[src/hw/eie_params.svh]
`ifndef EIE_PARAMS_SVH
`define EIE_PARAMS_SVH

// Special-function addresses decoded by this block.
`define EIE_ADDR_ENABLE_TWO   8'he7
`define EIE_ADDR_TIMER_CTRL   8'h88
`define EIE_ADDR_PIN_CONFIG   8'he4

// Reset values.
`define EIE_RST_ENABLE_TWO    8'h00
`define EIE_RST_TIMER_CTRL    8'h00
`define EIE_RST_PIN_CONFIG    8'h00

// Writable bits of the second extended enable register.
`define EIE_ENABLE_TWO_WMASK  8'h3f

// Enable bit positions.
`define EIE_BIT_TIMER_FIVE    5
`define EIE_BIT_TIMER_FOUR    4
`define EIE_BIT_SMBUS_TWO     3
`define EIE_BIT_UART_TWO      1
`define EIE_BIT_USB_SENSE     0

// Timer control register bit positions.
`define EIE_BIT_ZERO_TRIGGER  0
`define EIE_BIT_ZERO_PENDING  1
`define EIE_BIT_ONE_TRIGGER   2
`define EIE_BIT_ONE_PENDING   3

// Pin configuration register fields.
`define EIE_FLD_ZERO_SEL_LSB  0
`define EIE_FLD_ZERO_POL      3
`define EIE_FLD_ONE_SEL_LSB   4
`define EIE_FLD_ONE_POL       7
`define EIE_SEL_WIDTH         3

`endif

[src/hw/eie_pkg.sv]
package eie_pkg;

  typedef struct packed {
    logic [7:0] enable_two;
    logic       zero_trigger;
    logic       one_trigger;
    logic [7:0] pin_config;
    logic [7:0] rdata;
    logic [7:0] pin_meta;
    logic [7:0] pin_sync;
  } eie_top_state_t;

  typedef struct packed {
    logic sync_first;
    logic sync_second;
    logic active_prev;
    logic pending;
  } eie_chan_state_t;

endpackage : eie_pkg

[src/hw/eie_chan_if.sv]
`timescale 1ns/1ps
`default_nettype none

interface eie_chan_if;
  logic [2:0] pin_sel;
  logic       polarity;
  logic       edge_mode;
  logic       vector_ack;
  logic       sw_write;
  logic       sw_value;
  logic       pending;

  modport ctrl (output pin_sel, output polarity, output edge_mode, output vector_ack,
                output sw_write, output sw_value, input pending);
  modport chan (input pin_sel, input polarity, input edge_mode, input vector_ack,
                input sw_write, input sw_value, output pending);
endinterface : eie_chan_if

`default_nettype wire

[src/hw/eie_irq_ctrl.sv]
`timescale 1ns/1ps
`default_nettype none
`include "eie_params.svh"

module eie_irq_ctrl (
  input  wire logic       clk_sys,
  input  wire logic       rst_n,
  input  wire logic [7:0] sfr_addr,
  input  wire logic       sfr_wr,
  input  wire logic [7:0] sfr_wdata,
  input  wire logic       sfr_rd,
  output logic      [7:0] sfr_rdata,
  input  wire logic [7:0] port_pins,
  input  wire logic       timer_five_low_overflow_flag,
  input  wire logic       timer_five_high_overflow_flag,
  input  wire logic       timer_four_low_overflow_flag,
  input  wire logic       timer_four_high_overflow_flag,
  input  wire logic       second_smbus_irq,
  input  wire logic       second_uart_irq,
  input  wire logic       usb_supply_sense_irq,
  input  wire logic       ext_zero_enable,
  input  wire logic       ext_one_enable,
  input  wire logic       ext_zero_vector_ack,
  input  wire logic       ext_one_vector_ack,
  output logic            timer_five_irq_req,
  output logic            timer_four_irq_req,
  output logic            second_smbus_irq_req,
  output logic            second_uart_irq_req,
  output logic            usb_supply_sense_irq_req,
  output logic            ext_zero_irq_req,
  output logic            ext_one_irq_req
);

  eie_pkg::eie_top_state_t state_reg;
  eie_pkg::eie_top_state_t state_next;

  eie_chan_if ch_zero ();
  eie_chan_if ch_one ();

  logic       hit_enable_two;
  logic       hit_timer_ctrl;
  logic       hit_pin_config;
  logic [7:0] read_value;
  logic       wr_enable_two;
  logic       wr_timer_ctrl;
  logic       wr_pin_config;
  logic [7:0] pins_synced;
  logic [7:0] timer_ctrl_read;
  logic       timer_five_overflow;
  logic       timer_four_overflow;

  logic timer_five_irq_enable;
  logic timer_four_irq_enable;
  logic second_smbus_irq_enable;
  logic second_uart_irq_enable;
  logic usb_supply_sense_irq_enable;

  function automatic logic addr_hit(input logic [7:0] addr, input logic [7:0] target);
    addr_hit = (addr == target);
  endfunction : addr_hit

  // One enable bit passes or masks one request line.
  function automatic logic gate_req(input logic enable, input logic request);
    gate_req = enable && request;
  endfunction : gate_req

  // Timer control as software sees it; the timer's own bits live elsewhere and read zero.
  function automatic logic [7:0] timer_ctrl_view(input logic zero_trig, input logic zero_pend,
                                                 input logic one_trig, input logic one_pend);
    timer_ctrl_view                        = 8'h00;
    timer_ctrl_view[`EIE_BIT_ZERO_TRIGGER] = zero_trig;
    timer_ctrl_view[`EIE_BIT_ZERO_PENDING] = zero_pend;
    timer_ctrl_view[`EIE_BIT_ONE_TRIGGER]  = one_trig;
    timer_ctrl_view[`EIE_BIT_ONE_PENDING]  = one_pend;
  endfunction : timer_ctrl_view

  // No page qualifier: the decode holds on every register page.
  assign hit_enable_two = addr_hit(sfr_addr, `EIE_ADDR_ENABLE_TWO);
  assign hit_timer_ctrl = addr_hit(sfr_addr, `EIE_ADDR_TIMER_CTRL);
  assign hit_pin_config = addr_hit(sfr_addr, `EIE_ADDR_PIN_CONFIG);

  assign wr_enable_two = sfr_wr && hit_enable_two;
  assign wr_timer_ctrl = sfr_wr && hit_timer_ctrl;
  assign wr_pin_config = sfr_wr && hit_pin_config;

  // All eight pins pass two flops ahead of the select mux, so a select change never
  // catches a pin in mid-transition and metastability stays out of the edge compare.
  assign pins_synced = state_reg.pin_sync;

  // One enable bit per peripheral request; bits 7:6 are never stored.
  assign timer_five_irq_enable       = state_reg.enable_two[`EIE_BIT_TIMER_FIVE];
  assign timer_four_irq_enable       = state_reg.enable_two[`EIE_BIT_TIMER_FOUR];
  assign second_smbus_irq_enable     = state_reg.enable_two[`EIE_BIT_SMBUS_TWO];
  assign second_uart_irq_enable      = state_reg.enable_two[`EIE_BIT_UART_TWO];
  assign usb_supply_sense_irq_enable = state_reg.enable_two[`EIE_BIT_USB_SENSE];

  // Each external channel has its own select, polarity and trigger type.
  assign ch_zero.pin_sel    = state_reg.pin_config[`EIE_FLD_ZERO_SEL_LSB +: `EIE_SEL_WIDTH];
  assign ch_zero.polarity   = state_reg.pin_config[`EIE_FLD_ZERO_POL];
  assign ch_zero.edge_mode  = state_reg.zero_trigger;
  assign ch_zero.vector_ack = ext_zero_vector_ack;
  // Each timer control write rewrites both pending bits; edge mode alone honours it.
  assign ch_zero.sw_write   = wr_timer_ctrl;
  assign ch_zero.sw_value   = sfr_wdata[`EIE_BIT_ZERO_PENDING];

  assign ch_one.pin_sel     = state_reg.pin_config[`EIE_FLD_ONE_SEL_LSB +: `EIE_SEL_WIDTH];
  assign ch_one.polarity    = state_reg.pin_config[`EIE_FLD_ONE_POL];
  assign ch_one.edge_mode   = state_reg.one_trigger;
  assign ch_one.vector_ack  = ext_one_vector_ack;
  assign ch_one.sw_write    = wr_timer_ctrl;
  assign ch_one.sw_value    = sfr_wdata[`EIE_BIT_ONE_PENDING];

  // Both channels watch the same synchronised port; each picks its own pin.
  eie_ext_chan u_chan_zero (
    .clk_sys   (clk_sys),
    .rst_n     (rst_n),
    .port_pins (pins_synced),
    .ch        (ch_zero.chan)
  );

  eie_ext_chan u_chan_one (
    .clk_sys   (clk_sys),
    .rst_n     (rst_n),
    .port_pins (pins_synced),
    .ch        (ch_one.chan)
  );

  assign timer_ctrl_read = timer_ctrl_view(state_reg.zero_trigger, ch_zero.pending,
                                           state_reg.one_trigger, ch_one.pending);

  // Read data; unmapped addresses read as zero.
  always_comb begin
    read_value = 8'h00;
    if (hit_enable_two) begin
      read_value = state_reg.enable_two & `EIE_ENABLE_TWO_WMASK;
    end else if (hit_timer_ctrl) begin
      read_value = timer_ctrl_read;
    end else if (hit_pin_config) begin
      read_value = state_reg.pin_config;
    end
  end

  always_comb begin
    state_next          = state_reg;
    state_next.pin_meta = port_pins;
    state_next.pin_sync = state_reg.pin_meta;
    // Reserved bit 2 is stored and read back but gates nothing.
    if (wr_enable_two) begin
      state_next.enable_two = sfr_wdata & `EIE_ENABLE_TWO_WMASK;
    end
    if (wr_timer_ctrl) begin
      state_next.zero_trigger = sfr_wdata[`EIE_BIT_ZERO_TRIGGER];
      state_next.one_trigger  = sfr_wdata[`EIE_BIT_ONE_TRIGGER];
    end
    if (wr_pin_config) begin
      state_next.pin_config = sfr_wdata;
    end
    if (sfr_rd) begin
      state_next.rdata = read_value;
    end
  end

  always_ff @(posedge clk_sys or negedge rst_n) begin
    if (!rst_n) begin
      state_reg.enable_two   <= `EIE_RST_ENABLE_TWO;
      state_reg.zero_trigger <= 1'b0;
      state_reg.one_trigger  <= 1'b0;
      state_reg.pin_config   <= `EIE_RST_PIN_CONFIG;
      state_reg.rdata        <= 8'h00;
      // Reset leaves both channels in level mode, so low synchronisers raise no false edge.
      state_reg.pin_meta     <= 8'h00;
      state_reg.pin_sync     <= 8'h00;
    end else begin
      state_reg <= state_next;
    end
  end

  assign sfr_rdata = state_reg.rdata;

  assign timer_five_overflow = timer_five_low_overflow_flag || timer_five_high_overflow_flag;
  assign timer_four_overflow = timer_four_low_overflow_flag || timer_four_high_overflow_flag;

  // Peripheral requests stay combinational so a flag reaches the CPU in the cycle it rises.
  assign timer_five_irq_req       = gate_req(timer_five_irq_enable,
                                             timer_five_overflow);
  assign timer_four_irq_req       = gate_req(timer_four_irq_enable,
                                             timer_four_overflow);
  assign second_smbus_irq_req     = gate_req(second_smbus_irq_enable,
                                             second_smbus_irq);
  assign second_uart_irq_req      = gate_req(second_uart_irq_enable,
                                             second_uart_irq);
  assign usb_supply_sense_irq_req = gate_req(usb_supply_sense_irq_enable,
                                             usb_supply_sense_irq);
  // A level source still active after service simply raises the request again.
  assign ext_zero_irq_req         = gate_req(ext_zero_enable,
                                             ch_zero.pending);
  assign ext_one_irq_req          = gate_req(ext_one_enable,
                                             ch_one.pending);

endmodule : eie_irq_ctrl

`default_nettype wire

[src/hw/eie_ext_chan.sv]
`timescale 1ns/1ps
`default_nettype none
`include "eie_params.svh"

module eie_ext_chan (
  input  wire logic       clk_sys,
  input  wire logic       rst_n,
  input  wire logic [7:0] port_pins,
  eie_chan_if.chan        ch
);

  eie_pkg::eie_chan_state_t state_reg;
  eie_pkg::eie_chan_state_t state_next;

  logic active_now;

  // Polarity one means active high.
  assign active_now = ~(state_reg.sync_second ^ ch.polarity);
  assign ch.pending = state_reg.pending;

  always_comb begin
    state_next             = state_reg;
    // The pin is observed only; nothing here drives it.
    state_next.sync_first  = port_pins[ch.pin_sel];
    state_next.sync_second = state_reg.sync_first;
    state_next.active_prev = active_now;
    if (ch.edge_mode) begin
      if (ch.vector_ack) begin
        state_next.pending = 1'b0;
      end
      if (ch.sw_write) begin
        state_next.pending = ch.sw_value;
      end
      // A new edge wins over any clear in the same cycle.
      if (active_now && !state_reg.active_prev) begin
        state_next.pending = 1'b1;
      end
    end else begin
      state_next.pending = active_now;
    end
  end

  always_ff @(posedge clk_sys or negedge rst_n) begin
    if (!rst_n) begin
      state_reg <= '0;
    end else begin
      state_reg <= state_next;
    end
  end

endmodule : eie_ext_chan

`default_nettype wire

[config.mk]
export PLATFORM = sky130hd
export DESIGN_NAME = eie_irq_ctrl
export DESIGN_NICKNAME = d
export VERILOG_FILES = /design/src/hw/eie_pkg.sv /design/src/hw/eie_chan_if.sv /design/src/hw/eie_irq_ctrl.sv /design/src/hw/eie_ext_chan.sv
export VERILOG_INCLUDE_DIRS = /design/src /design/src/hw
export SDC_FILE = /design/constraint.sdc
export NUM_CORES = 1
export LEC_CHECK = 0
export ABC_AREA = 1
export BUFFER_PORTS_ARGS = -buffer_cell sky130_fd_sc_hd__buf_2
export CAP_MARGIN = 5
export CELL_PAD_IN_SITES_DETAIL_PLACEMENT = 0
export CELL_PAD_IN_SITES_GLOBAL_PLACEMENT = 1
export CORE_UTILIZATION = 29
export DETAILED_ROUTE_END_ITERATION = 8
export GPL_ROUTABILITY_DRIVEN = 0
export PLACE_DENSITY_LB_ADDON = 0.25
export RECOVER_POWER = 50
export SYNTH_ARGS = -nofsm -noshare
export SYNTH_HDL_FRONTEND = slang
export SYNTH_SLANG_ARGS = --single-unit
export TNS_END_PERCENT = 10
[constraint.sdc]
create_clock -name clk_sys -period 1.3 [get_ports clk_sys]
set_input_delay 0.13 -clock clk_sys [delete_from_list [all_inputs] [get_ports clk_sys]]
set_output_delay 0.13 -clock clk_sys [all_outputs]
set_load 0.005 [all_outputs]
==> flow_summary.toml <==
[outcome]
status = "finished, final reports clean"

[placed_design]
dp_hpwl_um = 3430
io_buffers = 53
dpl.cell_count = 387

[floorplanning]
coreArea_mm2 = 0.00729
die_y_um = 88.9
num_rows = 31
die_area_mm2 = 0.00791
start_util = 0.300
fp.dieW_um = 88.9
io_pins = 54

[clock_network]
clk_pin_slew_worst_paths_ns = 0.09
htreeDepth = 2
root_buffer = "clkbuf_8"
post_cts_buffers = 0
clk-insertion-delay-late_ns = 0.31
cts_buffers = 5
clockBufferDepth = 2
cts_num_sinks = 48
cts_tree = "yes"

[cells_and_area]
drive_gt1_frac = 0.285
nets = 343
fin_cells = 404
area_growth_pct = 25.8
diodes = 0
layout_common_cells = "nand2_1, buf_2, dfrtp_1"
layout_commonest_cell = "nand2_1"
fillers = 786

[logic_synthesis]
yosysUniqueCellTypes = 21
synth_seq_area_share = 0.548
ys_warn_count = 0
synth-seq-cells = 48
postSynthAreaPerCell_um2 = 9.05
syn-instance-count = 242
synth_area_mm2 = 0.00219
syn_nets = 281

[setup_path]
setup.worst_path.start = "state_reg[39]$_DFFE_PN0P_"
cp_cell_sequence = "inv_1 -> nor2_1 -> buf_2"
path_class = "reg -> out"
critPathArrivalTime_ns = 0.95
end_kind = "primary output"
path_max_fanout = 3
cp_slowest_cell = "dfrtp_1"
max_stage_delay_ns = 0.37
worst-path-buf-inv = 2
path_delay_family = "flip-flops"
start_kind = "flip-flop"
cp_data_required_time_ns = 1.17
regToRegStartpoint = "ch_one.pin_sel[0]$_DFFE_PN0P_"

[pwr]
p_per_area_mw_per_mm2 = 1230
p_leak_nw = 1.46
ir_worst_vdd_mv = 0.588

[grt]
grt_pass1_wl_um = 7510
grt_pass1_vias = 1571
grt_max_degree = 49
grt_antenna_before_repair = 0
grt_use_total = 0.129
grt.overflow.total = 0

[timing]
finalCritPeriodShare = 0.833
tightest_slew_ns = 0.652
finalHoldViolCount = 0
fmax_ghz = 0.924
slew_headroom = 0.565
fin_worst_skew_ns = 0.00245
rsz0062_at_grt = "no"
setup-tns-final_ns = 0
drv_slew = 0
setup_viol = 0
whs_ns = 0.0255
post-route-min-period_ns = 1.08

[worst_hold_path]
hp-class = "in -> reg"
hp-start = "sfr_wdata[7]"

[routing]
routedWlPerCell_um = 11.2
first_pass_iters = 4
drt_iter0_drc = 62
ant_nets = 0
vias = 1700
via_per_inst = 4.21
routed_wl_um = 4530
drc = 0

[flow_run]
cap_violations = 0
-- worst paths after layout --
path	end	slack [ns]	cells after the start
setup / recovery	timer_five_irq_req	0.22	3
hold / removal	ch_one.polarity$_DFFE_PN0P_	0.03	3
setup reg to reg	u_chan_one.state_next[2]$_DFF_PN0_	0.28	5
hold reg to reg	pins_synced[1]$_DFF_PN0_	0.35	0
max in group asynchronous	ch_one.pin_sel[2]$_DFFE_PN0P_	0.38	3
min in group asynchronous	sfr_rdata[3]$_DFFE_PN0P_	0.48	3
-- power by group --
group,switching (mW),internal [mW],total (mW)
sequential,0.0782,1.62,1.70
clock,0.531,0.774,1.31
combinational,0.203,0.172,0.375
-- synth_stat cells, drive strengths merged --
library cell	number	area, um2
dfrtp	48	1200
o31ai	1	7.51
buf	11	98.8
nand2	68	290
o21a	6	45.0
nor2	29	164
a21oi	4	20.0
inv	28	105
nand3	17	85.1
clkbuf	1	3.75
o21ai	25	140
nand4	2	12.5
xnor2	2	17.5
-- layer usage --
| metal | up-vias | part of all wire | GRT usage |
|---|---|---|---|
| li1 | 875 | - | - |
| met1 | 783 | 0.46 | 0.159 |
| met2 | 36 | 0.48 | 0.217 |
| met3 | 6 | 0.043 | 0.0397 |
| met4 | 0 | 0.012 | 0.0396 |
| met5 | - | 0 | 0 |
-- cell families (layout without fill, tap and decap cells) --
group                     after synthesis  in the layout  synth area share
AOI/OAI and AO/OA                      36             36            0.0971
buffers and inverters                  40            103            0.0948
DFF                                    48             48             0.548
and+or+nand+nor                       116            116             0.252
xor gates and xnor gates                2              2           0.00800
-- layout make-up --
type,count,area (um2),area share
well taps,99,124,0.0450
repair buffers,67,405,0.147
flip-flops and latches,48,1200,0.436
clock buffers,5,68.8,0.0250
inverters,28,105,0.0381
multi-input cells,154,782,0.284
clock inverters,3,68.8,0.0250
-- metrics by stage --
stage                      util  total power, mW  worst slack (ns)  area, um2
after floorplan               -             1.91             0.367       2190
after global placement    0.348             2.09             0.118       2540
after detailed placement  0.348             2.10            0.0828       2540
after global routing      0.378             3.54             0.135       2760
final                     0.378             3.38             0.217       2760
after CTS                 0.380             3.43             0.205       2770
-- what timing repair did --
action,in CTS,in global routing
hold buffers,9,0
hold endpoints to repair,56,0
resized for setup,0,0
-- worst reg2reg max path: cells and delay by family (launching register included) --
| kind | cells | cell delay [ns] |
|---|---|---|
| flip-flops | 1 | 0.47 |
| AND/OR/NAND/NOR | 3 | 0.18 |
| AO/OA/AOI/OAI | 1 | 0.17 |
| buffers and inverters | 1 | 0.14 |
Note: power is estimated with default switching activity, not from simulation.
